$ cat src/card_cfg_pkg.sv
// register map, field layout, reset values and shared types of the card
// protocol and clock configuration bank; assumes a 32-bit APB register bus
package card_cfg_pkg;

  localparam int APB_ADDR_W = 18;
  localparam int DIV_W = 6;

  // register indices; byte address is four times the index
  localparam logic [15:0] IDX_CARD_CTL = 16'hFE0A;
  localparam logic [15:0] IDX_EXT_CTL = 16'hFE0B;
  localparam logic [15:0] IDX_AUX_DIR = 16'hFE0C;
  localparam logic [15:0] IDX_PROTO = 16'hFE0D;
  localparam logic [15:0] IDX_CLK_DIV = 16'hFE0F;
  localparam logic [15:0] IDX_RX_CTL = 16'hFE20;
  localparam logic [15:0] IDX_CHK_LO = 16'hFE21;
  localparam logic [15:0] IDX_CHK_HI = 16'hFE22;

  // values after reset
  localparam logic [7:0] RST_CARD_CTL = 8'h10;
  localparam logic [7:0] RST_EXT_CTL = 8'h00;
  localparam logic [7:0] RST_AUX_DIR = 8'h00;
  localparam logic [7:0] RST_PROTO = 8'h03;
  localparam logic [7:0] RST_CLK_DIV = 8'h0C;

  // writable bits; all others read as zero
  localparam logic [7:0] MASK_CARD_CTL = 8'hBC;
  localparam logic [7:0] MASK_EXT_CTL = 8'h30;
  localparam logic [7:0] MASK_AUX_DIR = 8'h0C;
  localparam logic [7:0] MASK_PROTO = 8'hEF;
  localparam logic [7:0] MASK_CLK_DIV = 8'h3F;

  // field positions
  localparam int AUX_C8_DIR_BIT = 3;
  localparam int AUX_C4_DIR_BIT = 2;
  localparam int CTL_RST_BIT = 7;
  localparam int CTL_IO_BIT = 5;
  localparam int CTL_IO_DIR_BIT = 4;
  localparam int CTL_C8_BIT = 3;
  localparam int CTL_C4_BIT = 2;
  localparam int EXT_SIO_BIT = 5;
  localparam int EXT_SIO_DIR_BIT = 4;
  localparam int RX_NINTH_BIT = 0;

  // synchronised pin vector positions
  localparam int PIN_C4 = 0;
  localparam int PIN_C8 = 1;
  localparam int PIN_IO = 2;
  localparam int PIN_SIO = 3;

  localparam logic [DIV_W-1:0] DIV_MIN = 6'h01;
  localparam logic [3:0] WORD_LAST8 = 4'h7;
  localparam logic [3:0] WORD_LAST9 = 4'h8;
  localparam logic [15:0] CRC_POLY = 16'h1021;
  localparam logic [15:0] CRC_INIT = 16'hFFFF;
  localparam logic [15:0] LRC_INIT = 16'h0000;

  typedef struct packed {
    logic internal_sync_enable;
    logic nine_bit_select;
    logic external_sync_enable;
    logic reserved;
    logic protocol_select;
    logic check_code_enable;
    logic check_type_select;
    logic atr_timeout_enable;
  } proto_mode_type;

  typedef struct packed {
    logic [7:0] data;
    logic stb;
  } byte_evt_type;

  typedef enum logic [1:0] {
    TX_IDLE = 2'b00,
    TX_HI = 2'b01,
    TX_LO = 2'b10
  } tx_state_type;

endpackage : card_cfg_pkg

$ cat src/card_protocol_clock_config.sv
// card protocol and clock configuration bank with sync-mode pin routing,
// card clock divider and check-code unit
// assumes an APB master on I_CLK and a UART datapath on the same clock
//
// Decided for this implementation: the APB register port.

// Contract
// - C8 contact is input when its direction bit is 1, output when 0.
// - C4 contact is input when its direction bit is 1, output when 0.
// - Direction register resets to zero; C4 and C8 stay tri-stated after reset.
// - Internal sync routes RST, IO, C4, C8 to control bits; clock from ETU.
// - External sync routes data pin to control bits; clock from ETU counter.
// - Nine-bit sync words: eight bits to receive path, ninth to receive control.
// - Protocol select 0 means T=0, 1 means T=1.
// - Check-code enable acts only in T=1; ignored in T=0.
// - Enabled check code is appended after the last transmit byte.
// - Enabled check code of received bytes is readable in low/high registers.
// - Check type 1 selects CRC, 0 selects LRC.
// - ATR timeout enabled while its bit is 1; reset sets it at power-on.
// - Master clock divided by value plus one for ETU, then two for card clock.
// - Divider field resets to 0x0C, ratio 13.
// - New divider value takes effect without glitching the card clock.
// - Divider value 0 behaves as 1.
// - Protocol register resets to 0x03.
// - Output contact drives its control bit; read returns the stored bit.
// - In external sync mode external data bit holds pin value at latest clock rise.
module card_protocol_clock_config
  import card_cfg_pkg::*;
(
  input wire logic I_CLK,
  input wire logic I_RST_B,
  input wire logic I_PSEL,
  input wire logic I_PENABLE,
  input wire logic I_PWRITE,
  input wire logic [APB_ADDR_W-1:0] I_PADDR,
  input wire logic [31:0] I_PWDATA,
  input wire logic I_C4,
  input wire logic I_C8,
  input wire logic I_IO,
  input wire logic I_SIO,
  input wire logic I_UART_RST,
  input wire logic I_UART_IO,
  input wire logic I_UART_IO_OE,
  input wire logic I_UART_SIO,
  input wire logic I_UART_SIO_OE,
  input wire logic I_EXT_CLK_SRC,
  input wire logic [7:0] I_TX_BYTE,
  input wire logic I_TX_STB,
  input wire logic I_TX_LAST,
  input wire logic [7:0] I_RX_BYTE,
  input wire logic I_RX_STB,
  input wire logic I_RX_START,
  output logic [31:0] O_PRDATA,
  output logic O_PREADY,
  output logic O_PSLVERR,
  output logic O_C4,
  output logic O_C4_OE,
  output logic O_C8,
  output logic O_C8_OE,
  output logic O_RST,
  output logic O_IO,
  output logic O_IO_OE,
  output logic O_SIO,
  output logic O_SIO_OE,
  output logic O_CARD_CLK,
  output logic O_EXT_CLK,
  output logic O_ETU_TICK,
  output logic O_T1_MODE,
  output logic O_CHECK_ACTIVE,
  output logic O_CRC_MODE,
  output logic O_ATR_TIMEOUT_EN,
  output logic [7:0] O_RX_WORD,
  output logic O_RX_WORD_STB,
  output logic [7:0] O_CHK_BYTE,
  output logic O_CHK_STB
);

  function automatic logic [DIV_W-1:0] div_eff(input logic [7:0] v);
    div_eff = (v[DIV_W-1:0] == '0) ? DIV_MIN : v[DIV_W-1:0];
  endfunction : div_eff

  function automatic logic [15:0] chk_init(input logic crc);
    chk_init = crc ? CRC_INIT : LRC_INIT;
  endfunction : chk_init

  function automatic logic [15:0] chk_update(input logic [15:0] c, input logic [7:0] d,
                                             input logic crc);
    logic [15:0] x;
    x = c ^ {d, 8'h00};
    for (int k = 0; k < 8; k++) begin
      x = x[15] ? ({x[14:0], 1'b0} ^ CRC_POLY) : {x[14:0], 1'b0};
    end
    chk_update = crc ? x : {8'h00, c[7:0] ^ d};
  endfunction : chk_update

  // pin synchronisers
  logic [3:0] pin_meta_r;
  logic [3:0] pin_s_r;

  always_ff @(posedge I_CLK or negedge I_RST_B) begin
    if (!I_RST_B) begin
      pin_meta_r <= 4'h0;
      pin_s_r <= 4'h0;
    end else begin
      pin_meta_r <= {I_SIO, I_IO, I_C8, I_C4};
      pin_s_r <= pin_meta_r;
    end
  end

  // register file and APB slave
  logic [7:0] card_ctl_r, card_ctl_nxt;
  logic [7:0] ext_ctl_r, ext_ctl_nxt;
  logic [7:0] aux_dir_r, aux_dir_nxt;
  proto_mode_type proto_r, proto_nxt;
  logic [7:0] clk_div_r, clk_div_nxt;
  logic armed_r, armed_nxt;
  logic pready_r, pready_nxt;
  logic pslverr_r, pslverr_nxt;
  logic [31:0] prdata_r, prdata_nxt;
  logic [15:0] idx;
  logic acc;
  logic wr_en;
  logic hit;
  logic [7:0] rd_val;
  logic ninth_r;
  logic sio_smp_r;
  logic [15:0] rx_chk_r;
  logic check_on;
  logic check_on_r;

  always_comb begin
    idx = I_PADDR[APB_ADDR_W-1:2];
    acc = I_PSEL & I_PENABLE & ~pready_r;
    wr_en = I_PSEL & I_PENABLE & pready_r & I_PWRITE;
    hit = 1'b1;
    rd_val = 8'h00;
    if (idx == IDX_CARD_CTL) begin
      rd_val = card_ctl_r;
      // inputs read the pin, outputs the stored bit
      if (card_ctl_r[CTL_IO_DIR_BIT]) rd_val[CTL_IO_BIT] = pin_s_r[PIN_IO];
      if (aux_dir_r[AUX_C8_DIR_BIT]) rd_val[CTL_C8_BIT] = pin_s_r[PIN_C8];
      if (aux_dir_r[AUX_C4_DIR_BIT]) rd_val[CTL_C4_BIT] = pin_s_r[PIN_C4];
    end else if (idx == IDX_EXT_CTL) begin
      rd_val = ext_ctl_r;
      if (proto_r.external_sync_enable) rd_val[EXT_SIO_BIT] = sio_smp_r;
      else if (ext_ctl_r[EXT_SIO_DIR_BIT]) rd_val[EXT_SIO_BIT] = pin_s_r[PIN_SIO];
    end else if (idx == IDX_AUX_DIR) begin
      rd_val = aux_dir_r;
    end else if (idx == IDX_PROTO) begin
      rd_val = proto_r;
    end else if (idx == IDX_CLK_DIV) begin
      rd_val = clk_div_r;
    end else if (idx == IDX_RX_CTL) begin
      rd_val[RX_NINTH_BIT] = ninth_r;
    end else if (idx == IDX_CHK_LO) begin
      rd_val = rx_chk_r[7:0];
    end else if (idx == IDX_CHK_HI) begin
      rd_val = rx_chk_r[15:8];
    end else begin
      hit = 1'b0;
    end
    pready_nxt = acc;
    pslverr_nxt = acc & ~hit;
    prdata_nxt = acc ? {24'h000000, rd_val} : prdata_r;
    card_ctl_nxt = card_ctl_r;
    ext_ctl_nxt = ext_ctl_r;
    aux_dir_nxt = aux_dir_r;
    proto_nxt = proto_r;
    clk_div_nxt = clk_div_r;
    armed_nxt = armed_r;
    if (wr_en) begin
      if (idx == IDX_CARD_CTL) begin
        card_ctl_nxt = I_PWDATA[7:0] & MASK_CARD_CTL;
      end else if (idx == IDX_EXT_CTL) begin
        ext_ctl_nxt = I_PWDATA[7:0] & MASK_EXT_CTL;
      end else if (idx == IDX_AUX_DIR) begin
        aux_dir_nxt = I_PWDATA[7:0] & MASK_AUX_DIR;
        armed_nxt = 1'b1;
      end else if (idx == IDX_PROTO) begin
        proto_nxt = proto_mode_type'(I_PWDATA[7:0] & MASK_PROTO);
      end else if (idx == IDX_CLK_DIV) begin
        clk_div_nxt = I_PWDATA[7:0] & MASK_CLK_DIV;
      end
    end
  end

  always_ff @(posedge I_CLK or negedge I_RST_B) begin
    if (!I_RST_B) begin
      card_ctl_r <= RST_CARD_CTL;
      ext_ctl_r <= RST_EXT_CTL;
      aux_dir_r <= RST_AUX_DIR;
      proto_r <= proto_mode_type'(RST_PROTO);
      clk_div_r <= RST_CLK_DIV;
      armed_r <= 1'b0;
      pready_r <= 1'b0;
      pslverr_r <= 1'b0;
      prdata_r <= 32'h00000000;
    end else begin
      card_ctl_r <= card_ctl_nxt;
      ext_ctl_r <= ext_ctl_nxt;
      aux_dir_r <= aux_dir_nxt;
      proto_r <= proto_nxt;
      clk_div_r <= clk_div_nxt;
      armed_r <= armed_nxt;
      pready_r <= pready_nxt;
      pslverr_r <= pslverr_nxt;
      prdata_r <= prdata_nxt;
    end
  end

  // ETU prescaler and card clock; the period changes only at a wrap
  logic [DIV_W-1:0] cnt_r, cnt_nxt;
  logic [DIV_W-1:0] div_r, div_nxt;
  logic cclk_r, cclk_nxt;
  logic tick_r, tick_nxt;
  logic rise;

  always_comb begin
    cnt_nxt = cnt_r + 1'b1;
    div_nxt = div_r;
    cclk_nxt = cclk_r;
    tick_nxt = 1'b0;
    rise = 1'b0;
    if (cnt_r >= div_r) begin
      cnt_nxt = '0;
      div_nxt = div_eff(clk_div_r);
      cclk_nxt = ~cclk_r;
      tick_nxt = 1'b1;
      rise = ~cclk_r;
    end
  end

  always_ff @(posedge I_CLK or negedge I_RST_B) begin
    if (!I_RST_B) begin
      cnt_r <= '0;
      div_r <= RST_CLK_DIV[DIV_W-1:0];
      cclk_r <= 1'b0;
      tick_r <= 1'b0;
    end else begin
      cnt_r <= cnt_nxt;
      div_r <= div_nxt;
      cclk_r <= cclk_nxt;
      tick_r <= tick_nxt;
    end
  end

  // synchronous-mode word receiver, sampled on card clock rising edges
  logic [7:0] shift_r, shift_nxt;
  logic [3:0] bitcnt_r, bitcnt_nxt;
  logic ninth_nxt;
  logic sio_smp_nxt;
  byte_evt_type rx_evt_r, rx_evt_nxt;
  logic rx_on;
  logic rx_bit;

  always_comb begin
    shift_nxt = shift_r;
    bitcnt_nxt = bitcnt_r;
    ninth_nxt = ninth_r;
    sio_smp_nxt = sio_smp_r;
    rx_evt_nxt = '{data: rx_evt_r.data, stb: 1'b0};
    rx_on = proto_r.internal_sync_enable | proto_r.external_sync_enable;
    rx_bit = proto_r.internal_sync_enable ? pin_s_r[PIN_IO] : pin_s_r[PIN_SIO];
    if (proto_r.external_sync_enable && rise) sio_smp_nxt = pin_s_r[PIN_SIO];
    if (!rx_on) begin
      bitcnt_nxt = 4'h0;
    end else if (rise) begin
      if (bitcnt_r == WORD_LAST9) begin
        ninth_nxt = rx_bit;
        bitcnt_nxt = 4'h0;
      end else begin
        shift_nxt = {rx_bit, shift_r[7:1]};
        bitcnt_nxt = bitcnt_r + 4'h1;
        if (bitcnt_r == WORD_LAST8) begin
          rx_evt_nxt = '{data: {rx_bit, shift_r[7:1]}, stb: 1'b1};
          if (!proto_r.nine_bit_select) bitcnt_nxt = 4'h0;
        end
      end
    end
  end

  always_ff @(posedge I_CLK or negedge I_RST_B) begin
    if (!I_RST_B) begin
      shift_r <= 8'h00;
      bitcnt_r <= 4'h0;
      ninth_r <= 1'b0;
      sio_smp_r <= 1'b0;
      rx_evt_r <= '0;
    end else begin
      shift_r <= shift_nxt;
      bitcnt_r <= bitcnt_nxt;
      ninth_r <= ninth_nxt;
      sio_smp_r <= sio_smp_nxt;
      rx_evt_r <= rx_evt_nxt;
    end
  end

  // check-code unit: receive accumulation and transmit append
  logic [15:0] rx_chk_nxt;
  logic [15:0] tx_chk_r, tx_chk_nxt;
  tx_state_type tx_st_r, tx_st_nxt;
  byte_evt_type chk_evt_r, chk_evt_nxt;

  always_comb begin
    check_on = proto_r.protocol_select & proto_r.check_code_enable;
    rx_chk_nxt = rx_chk_r;
    tx_chk_nxt = tx_chk_r;
    tx_st_nxt = tx_st_r;
    chk_evt_nxt = '{data: chk_evt_r.data, stb: 1'b0};
    if (wr_en && idx == IDX_PROTO) tx_chk_nxt = chk_init(proto_nxt.check_type_select);
    if (I_RX_START) begin
      rx_chk_nxt = chk_init(proto_r.check_type_select);
    end else if (I_RX_STB && check_on) begin
      rx_chk_nxt = chk_update(rx_chk_r, I_RX_BYTE, proto_r.check_type_select);
    end
    case (tx_st_r)
      TX_IDLE: begin
        if (I_TX_STB && check_on) begin
          tx_chk_nxt = chk_update(tx_chk_r, I_TX_BYTE, proto_r.check_type_select);
          if (I_TX_LAST) tx_st_nxt = proto_r.check_type_select ? TX_HI : TX_LO;
        end
      end
      TX_HI: begin
        chk_evt_nxt = '{data: tx_chk_r[15:8], stb: 1'b1};
        tx_st_nxt = TX_LO;
      end
      TX_LO: begin
        chk_evt_nxt = '{data: tx_chk_r[7:0], stb: 1'b1};
        tx_chk_nxt = chk_init(proto_r.check_type_select);
        tx_st_nxt = TX_IDLE;
      end
      default: begin
        tx_st_nxt = TX_IDLE;
      end
    endcase
  end

  always_ff @(posedge I_CLK or negedge I_RST_B) begin
    if (!I_RST_B) begin
      rx_chk_r <= CRC_INIT;
      tx_chk_r <= CRC_INIT;
      tx_st_r <= TX_IDLE;
      chk_evt_r <= '0;
    end else begin
      rx_chk_r <= rx_chk_nxt;
      tx_chk_r <= tx_chk_nxt;
      tx_st_r <= tx_st_nxt;
      chk_evt_r <= chk_evt_nxt;
    end
  end

  // contact drivers and mode outputs
  logic c4_r, c4_nxt, c4_oe_r, c4_oe_nxt;
  logic c8_r, c8_nxt, c8_oe_r, c8_oe_nxt;
  logic rst_r, rst_nxt;
  logic io_r, io_nxt, io_oe_r, io_oe_nxt;
  logic sio_r, sio_nxt, sio_oe_r, sio_oe_nxt;
  logic eclk_r, eclk_nxt;

  always_comb begin
    c8_nxt = card_ctl_r[CTL_C8_BIT];
    c8_oe_nxt = armed_r & ~aux_dir_r[AUX_C8_DIR_BIT];
    c4_nxt = card_ctl_r[CTL_C4_BIT];
    c4_oe_nxt = armed_r & ~aux_dir_r[AUX_C4_DIR_BIT];
    if (proto_r.internal_sync_enable) begin
      rst_nxt = card_ctl_r[CTL_RST_BIT];
      io_nxt = card_ctl_r[CTL_IO_BIT];
      io_oe_nxt = ~card_ctl_r[CTL_IO_DIR_BIT];
    end else begin
      rst_nxt = I_UART_RST;
      io_nxt = I_UART_IO;
      io_oe_nxt = I_UART_IO_OE;
    end
    if (proto_r.external_sync_enable) begin
      sio_nxt = ext_ctl_r[EXT_SIO_BIT];
      sio_oe_nxt = ~ext_ctl_r[EXT_SIO_DIR_BIT];
      eclk_nxt = cclk_nxt;
    end else begin
      sio_nxt = I_UART_SIO;
      sio_oe_nxt = I_UART_SIO_OE;
      eclk_nxt = I_EXT_CLK_SRC;
    end
  end

  always_ff @(posedge I_CLK or negedge I_RST_B) begin
    if (!I_RST_B) begin
      c4_r <= 1'b0;
      c4_oe_r <= 1'b0;
      c8_r <= 1'b0;
      c8_oe_r <= 1'b0;
      rst_r <= 1'b0;
      io_r <= 1'b0;
      io_oe_r <= 1'b0;
      sio_r <= 1'b0;
      sio_oe_r <= 1'b0;
      eclk_r <= 1'b0;
    end else begin
      c4_r <= c4_nxt;
      c4_oe_r <= c4_oe_nxt;
      c8_r <= c8_nxt;
      c8_oe_r <= c8_oe_nxt;
      rst_r <= rst_nxt;
      io_r <= io_nxt;
      io_oe_r <= io_oe_nxt;
      sio_r <= sio_nxt;
      sio_oe_r <= sio_oe_nxt;
      eclk_r <= eclk_nxt;
    end
  end

  assign O_PRDATA = prdata_r;
  assign O_PREADY = pready_r;
  assign O_PSLVERR = pslverr_r;
  assign O_C4 = c4_r;
  assign O_C4_OE = c4_oe_r;
  assign O_C8 = c8_r;
  assign O_C8_OE = c8_oe_r;
  assign O_RST = rst_r;
  assign O_IO = io_r;
  assign O_IO_OE = io_oe_r;
  assign O_SIO = sio_r;
  assign O_SIO_OE = sio_oe_r;
  assign O_CARD_CLK = cclk_r;
  assign O_EXT_CLK = eclk_r;
  assign O_ETU_TICK = tick_r;
  assign O_T1_MODE = proto_r.protocol_select;
  assign O_CHECK_ACTIVE = check_on_r;
  assign O_CRC_MODE = proto_r.check_type_select;
  assign O_ATR_TIMEOUT_EN = proto_r.atr_timeout_enable;
  assign O_RX_WORD = rx_evt_r.data;
  assign O_RX_WORD_STB = rx_evt_r.stb;
  assign O_CHK_BYTE = chk_evt_r.data;
  assign O_CHK_STB = chk_evt_r.stb;

  always_ff @(posedge I_CLK or negedge I_RST_B) begin
    if (!I_RST_B) begin
      check_on_r <= 1'b0;
    end else begin
      check_on_r <= check_on;
    end
  end

endmodule : card_protocol_clock_config

$ cat config.mk
export PLATFORM = sky130hd
export DESIGN_NAME = card_protocol_clock_config
export DESIGN_NICKNAME = d
export VERILOG_FILES = /design/src/card_cfg_pkg.sv /design/src/card_protocol_clock_config.sv
export SDC_FILE = /design/constraint.sdc
export NUM_CORES = 1
export LEC_CHECK = 0
export BUFFER_PORTS_ARGS = -buffer_cell sky130_fd_sc_hd__buf_2
export CAP_MARGIN = 5
export CORE_MARGIN = 2
export CORE_UTILIZATION = 40
export CTS_CLUSTER_SIZE = 12
export DETAILED_ROUTE_END_ITERATION = 6
export PLACE_DENSITY = 0.69
export SYNTH_ARGS = -nofsm -noshare
export SYNTH_HDL_FRONTEND = slang
export SYNTH_SLANG_ARGS = --single-unit
$ cat constraint.sdc
create_clock -name I_CLK -period 4.7 [get_ports I_CLK]
set_input_delay 0.47 -clock I_CLK [delete_from_list [all_inputs] [get_ports I_CLK]]
set_output_delay 0.47 -clock I_CLK [all_outputs]
set_load 0.02 [all_outputs]
==> impl_metrics.json, run 1 <==
{
  "max_cap_violations": 0,
  "synth_compound_area_share_pct": 13.7,
  "drtAntennaViolNets": 0,
  "synth.ff_latch_count": 131,
  "power_frac_clock_pct": 51.0,
  "cts_setup_buffers": 0,
  "fin_worst_skew_ns": 0.00848,
  "htreeDepth": 4,
  "dieHeight_um": 136,
  "dp_hpwl_um": 11900,
  "cts_resized": 0,
  "cts_hold_buf": 0,
  "cp.required_ns": 5.01,
  "nets": 844,
  "root_buffer": "clkbuf_16",
  "gp_congestion": 0.855,
  "setup_viol": 0,
  "drtIter0Drc": 330,
  "synth_mux_area_share_pct": 8.55,
  "cts_buffer_depth": 2,
  "grt_pass1_vias": 4833,
  "synth-simple-area-share_pct": 14.0,
  "ff2ff_path_depth": 10,
  "synth_xor_area_share_pct": 7.87,
  "crit_chain": "inv_1 -> ha_1 -> nand2_1 -> o21a_1 -> o21a_1 -> clkinv_1 -> ha_1 -> o21ai_0 -> nor3_2 -> mux2_2",
  "syn_area_mm2": 0.00693,
  "cts_sinks": 131,
  "cellLeakagePower_nw": 3.73,
  "yosysUniqueCellTypes": 68,
  "max_stage_delay_ns": 0.61,
  "path_buf_inv": 2,
  "hold_viol": 0,
  "path_max_fanout": 10,
  "dr.pass1.iters": 5,
  "arrival_ns": 3.50,
  "area_growth_pct": 17.5,
  "total_power_w": 0.00275,
  "ys_warn_count": 0,
  "drt-total-wl_um": 16500,
  "vias": 5205,
  "min_period_ns": 3.19,
  "grt_overflow_total": 0,
  "powerDensity_mw_per_mm2": 338,
  "numCtsBuffers": 17,
  "drt-vias-per-instance": 5.28,
  "wire_per_inst_um": 16.8,
  "drc": 0,
  "track_usage_pct": 18.7,
  "yosys.area_share.adder_pct": 2.35,
  "peakVddDrop_mv": 0.260,
  "die_x_um": 136,
  "utilization_pct": 47.6,
  "ys_seq_area_share_pct": 48.0,
  "postSynthCellCount": 654,
  "path_clk_slew_ns": 0.06,
  "floorplan.initialDensity_pct": 40.5,
  "async_reset_ff_share_pct": 100,
  "finalMaxSlewViolations": 0,
  "yosys.area.top_type": "dfrtp_1",
  "dieArea_mm2": 0.0184,
  "insertion_delay_ns": 0.42,
  "whs_ns": 0.0741,
  "endpoint_kind": "flip-flop",
  "switching_power_w": 0.000635,
  "synth_edf_count": 0,
  "combPwrFrac_pct": 6.9,
  "critical_path_class": "flip-flop to flip-flop",
  "drive_gt1_share_pct": 30.4,
  "fmax_mhz": 314,
  "r2r_end": "O_RX_WORD[0]$_DFFE_PN0P_",
  "rsz0062_at_grt": "no",
  "netlist.area_leader.share_pct": 33.2,
  "portBuffers": 102,
  "power.internal_w": 0.00212,
  "fin_crit_sh_pct": 67.8,
  "cp_top_family": "simple AND/OR/NAND/NOR gates",
  "ios": 153,
  "min_path_type": "input pin to async pin",
  "crit_path_start_kind": "flip-flop",
  "fillCellCount": 1601,
  "synth_most_common_cell": "dfrtp_1",
  "synthFlopType": "dfrtp_1",
  "seq_power_share_pct": 42.1,
  "synth_top_family_by_area": "simple AND/OR/NAND/NOR gates",
  "antenna_found_initial": 2,
  "grt_first_pass_wirelength_um": 26300,
  "synthTopCellsByArea": "dfrtp_1, dfstp_2, mux2_2",
  "critPathSlowestCell": "nor3_2",
  "swShare_pct": 23.1,
  "setup-tns-final_ns": 0,
  "synthTopCellsByCount": "dfrtp_1, nand2_1, nor2_1",
  "cts_tree": "built",
  "status": "finished, final reports clean",
  "avgSynthCellArea_um2": 10.6,
  "grt_max_degree": 52,
  "slew_headroom_pct": 25.9,
  "coreArea_mm2": 0.0171,
  "row_count": 48,
  "worst_pin_slew_ns": 1.10,
  "r2r_setup_slack_ns": 1.51,
  "r2r-start": "div_r[3]$_DFFE_PN1N_"
}
[per-layer routing]
metal / wire length (µm) / GRT usage [%]
met1: 7950 / 26.9
met2: 7210 / 27.0
met3: 1040 / 4.23
met4: 325 / 7.99
met5: 0 / 0
[placed cells by master (no fill, tap or decap), types with 4 or more instances in the layout]
master,count
buf_2,101
dfrtp_1,92
nand2_1,62
nor2_1,49
mux2_2,42
dfstp_2,39
xnor2_1,39
o21ai_0,30
a21oi_1,24
conb_1,24
inv_1,18
xor2_1,18
clkbuf_16,17
nand3_1,15
a22oi_1,14
ha_1,13
mux2i_1,12
o22a_1,11
nor3_1,10
o211ai_1,9
a21boi_0,6
and2_1,5
and3_1,5
nor2b_1,5
a31oi_1,5
clkinvlp_4,5
nand4_1,4
a311o_1,4
a221o_1,4
a32oi_1,4
bufinv_16,4
[logic make-up after synthesis]
logic type               Yosys count
AO/OA/AOI/OAI                    138
adder cells (fa/ha/maj)           13
flip-flops                       131
other                              1
AND/OR/NAND/NOR                  185
XOR/XNOR                          59
multiplexers                      54
buffers and inverters             73
[area by class of cell]
cell class | instances | area, µm² | share of cell area, %
clock buffers | 20 | 447 | 5.48
flip-flops and latches | 131 | 3330 | 40.8
repair buffers | 104 | 528 | 6.48
well taps | 225 | 282 | 3.46
inverters | 19 | 71.3 | 0.875
diodes | 1 | 2.50 | 0.0307
multi-input cells | 473 | 3310 | 40.6
clock inverters | 12 | 180 | 2.21
[worst max-delay path by stage]
stage	endpoint	from	cells after the start
after floorplan	shift_r[1]$_DFFE_PN0P_	div_r[3]$_DFFE_PN1N_	11
after global placement	O_RX_WORD[3]$_DFFE_PN0P_	div_r[3]$_DFFE_PN1N_	10
after detailed placement	O_RX_WORD[2]$_DFFE_PN0P_	div_r[3]$_DFFE_PN1N_	10
after CTS	O_RX_WORD[2]$_DFFE_PN0P_	div_r[3]$_DFFE_PN1N_	10
after global routing	O_RX_WORD[0]$_DFFE_PN0P_	div_r[3]$_DFFE_PN1N_	10
final	O_RX_WORD[0]$_DFFE_PN0P_	div_r[3]$_DFFE_PN1N_	10
[per-stage QoR]
stage,instance area (µm²),setup WS [ns],cells
global route,8150,1.21,984
detailed placement,7520,1.50,952
finish,8150,1.51,985
floorplan,7020,1.89,677
global placement,7520,1.54,952
CTS,8150,1.47,984
[power by group through the flow]
stage	combinational, W	clock (W)	sequential (W)
final	0.000190	0.00140	0.00116
after CTS	0.000191	0.00143	0.00116
after global routing	0.000210	0.00148	0.00116
after detailed placement	0.000191	0	0.00118
after floorplan	0.000115	0	0.00118
after global placement	0.000188	0	0.00118
[flip-flops by register name, summed over array words and instances (netlist names), 4 cells and up]
register,cells
O_CHK_BYTE,8
O_PRDATA,8
O_RX_WORD,8
bitcnt_r,4
card_ctl_r,5
clk_div_r,6
cnt_r,6
div_r,6
pin_meta_r,4
pin_s_r,4
proto_r,4
rx_chk_r,16
shift_r,7
tx_chk_r,16
Note: power is estimated with default switching activity, not from simulation.
==> run 2: changes to the inputs <==
--- a/config.mk
+++ b/config.mk
@@ -11,7 +11,7 @@
 export CORE_UTILIZATION = 40
 export CTS_CLUSTER_SIZE = 12
 export DETAILED_ROUTE_END_ITERATION = 6
-export PLACE_DENSITY = 0.69
+export PLACE_DENSITY = 0.71
 export SYNTH_ARGS = -nofsm -noshare
 export SYNTH_HDL_FRONTEND = slang
 export SYNTH_SLANG_ARGS = --single-unit
==> constraint.sdc (replaced) <==
create_clock -name I_CLK -period 2.8 [get_ports I_CLK]
set_input_delay 0.28 -clock I_CLK [delete_from_list [all_inputs] [get_ports I_CLK]]
set_output_delay 0.28 -clock I_CLK [all_outputs]
set_load 0.02 [all_outputs]
==> run 2 against run 1 <==
Count of clock-buffer cells in the layout is 1 lower. Highest routed layer is now met5. Critical path depth stayed put. Die area stayed put. Critical endpoint is now shift_r[6]$_DFFE_PN0P_. Critical path type unchanged. Hold slack worse by 0.0052 ns. Largest power group unchanged. Largest cell class unchanged.
==> impl_metrics.json, run 2 (synthesis results as in run 1) <==
{
  "wl_met1_um": 7620,
  "drive_gt1_share_pct": 31.4,
  "cellLeakagePower_nw": 3.84,
  "cts_buffer_depth": 2,
  "final_cell_mix": "buf_2, dfrtp_1, nand2_1, nor2_1, mux2_2",
  "grt_max_degree": 51,
  "grt_pass1_vias": 5081,
  "drt-total-wl_um": 16700,
  "r2r_end": "shift_r[6]$_DFFE_PN0P_",
  "utilization_pct": 48.7,
  "hold_viol": 0,
  "nets": 861,
  "setup_viol": 0,
  "track_usage_pct": 18.9,
  "crit_chain": "inv_1 -> ha_1 -> nand2_1 -> o21a_1 -> o21a_1 -> clkinv_1 -> ha_1 -> o21ai_0 -> o21ba_2 -> mux2_2",
  "setup-tns-final_ns": 0,
  "numCtsBuffers": 17,
  "cp.depth": 10,
  "gp_congestion": 0.869,
  "dieArea_mm2": 0.0184,
  "max_cap_violations": 0,
  "root_buffer": "clkbuf_16",
  "ff2ff_path_depth": 10,
  "fmax_mhz": 393,
  "grt_first_pass_wirelength_um": 26700,
  "htreeDepth": 4,
  "peakVddDrop_mv": 0.436,
  "cts_sinks": 131,
  "crit_path_start_kind": "flip-flop",
  "multi_input_area_mm2": 0.00331,
  "critPathSlowestCell": "dfstp_2",
  "rsz0062_at_grt": "no",
  "wl_met3_um": 1070,
  "worstSetupEndpoint": "shift_r[6]$_DFFE_PN0P_",
  "final_common_cell": "buf_2",
  "r2r-start": "div_r[3]$_DFFE_PN1N_",
  "finalInstanceArea_mm2": 0.00834,
  "drc": 0,
  "drtIter0Drc": 234,
  "endpoint_kind": "flip-flop",
  "post_dp_cell_area_mm2": 0.00763,
  "path_clk_slew_ns": 0.06,
  "route.top_layer_used": "met5",
  "path_buf_inv": 2,
  "row_count": 48,
  "wl_met2_um": 7630,
  "drt-vias-per-instance": 5.25,
  "fillCellCount": 1599,
  "fin_worst_skew_ns": 0.00739,
  "dieHeight_um": 136,
  "arrival_ns": 2.85,
  "vias": 5262,
  "finalNonFillerCells": 1002,
  "r2r_setup_slack_ns": 0.26,
  "status": "finished, final reports clean",
  "cp.required_ns": 3.11,
  "cts_setup_buffers": 0,
  "wire_per_inst_um": 16.6,
  "cp-startpoint": "div_r[3]$_DFFE_PN1N_",
  "floorplan.initialDensity_pct": 40.5,
  "cp_top_family": "compound AO/OA/AOI/OAI gates",
  "coreArea_mm2": 0.0171,
  "seqCellArea_mm2": 0.00333,
  "drtAntennaViolNets": 0,
  "insertion_delay_ns": 0.42,
  "cts_tree": "built",
  "area_growth_pct": 20.2,
  "grt_overflow_total": 0,
  "dp_hpwl_um": 12000,
  "critical_path_class": "flip-flop to flip-flop",
  "dp_cells": 964,
  "antenna_found_initial": 2,
  "min_period_ns": 2.54,
  "finalMaxSlewViolations": 0,
  "slew_headroom_pct": 56.2,
  "min_path_type": "input pin to flip-flop",
  "worst_pin_slew_ns": 0.655,
  "dr.pass1.iters": 5,
  "total_power_w": 0.00471,
  "ios": 153,
  "max_stage_delay_ns": 0.52,
  "path_max_fanout": 9,
  "die_x_um": 136,
  "largest_registers": "rx_chk_r x16, tx_chk_r x16",
  "powerDensity_mw_per_mm2": 565,
  "fin_crit_sh_pct": 90.9,
  "portBuffers": 102
}
==> run 2: cell count changes in the layout (fill, tap and decap cells not counted), sizes merged, moves of 4 or more <==
cell	change
buf	+12
dlygate4sd3	+5
clkinv	+4
clkinvlp	-4
==> run 2: repair_timing <==
item / in CTS / in global routing
endpoints found under the hold margin: 38 / 0
hold buffers: 5 / 0
gates resized for setup: 0 / 0
==> run 2: final cells by class <==
type | count | share of cell area, %
clock inverter | 12 | 2.48
inverter | 19 | 0.855
tap | 225 | 3.38
antenna | 2 | 0.0600
sequential | 131 | 39.9
timing repair buffer | 121 | 8.31
clock buffer | 19 | 5.31
multi-input combinational | 473 | 39.7
==> run 2: tightest hold or removal path, stage by stage <==
cell     delay [ns]
buf_2          0.09
nand2_1        0.04
nand2_1        0.05
==> run 2: stage by stage <==
step	hold slack [ns]	setup slack, ns
after CTS	0.0588	0.230
final	0.0689	0.255
after global routing	0.0773	0.0142
after detailed placement	0.286	0.247
after floorplan	-0.0156	0.0209
after global placement	0.287	0.284
==> run 2: worst min path at each step <==
stage,startpoint,to,cells past startpoint
after CTS,I_PWDATA[7],proto_r[7]$_DFFE_PN0P_,3
after detailed placement,I_RST_B,O_EXT_CLK$_DFF_PN0_,1
after floorplan,I_RST_B,O_C4$_DFF_PN0_,0
after global routing,I_PWDATA[7],proto_r[7]$_DFFE_PN0P_,3
final,I_PWDATA[7],proto_r[7]$_DFFE_PN0P_,3
after global placement,I_RST_B,O_SIO_OE$_DFF_PN0_,1
==> run 2: routing by layer <==
metal | track usage [%] | up-vias
met5 | 0 | -
met4 | 7.12 | 2
met3 | 5.09 | 28
met2 | 29.2 | 160
met1 | 25.5 | 2569
li1 | - | 2503
==> run 2: power by group <==
group	switching (W)	total, W	leakage (nW)	internal [W]
registers	0.0000190	0.00194	1.64	0.00193
logic	0.000204	0.000327	1.89	0.000123
clock network	0.000839	0.00244	0.313	0.00160
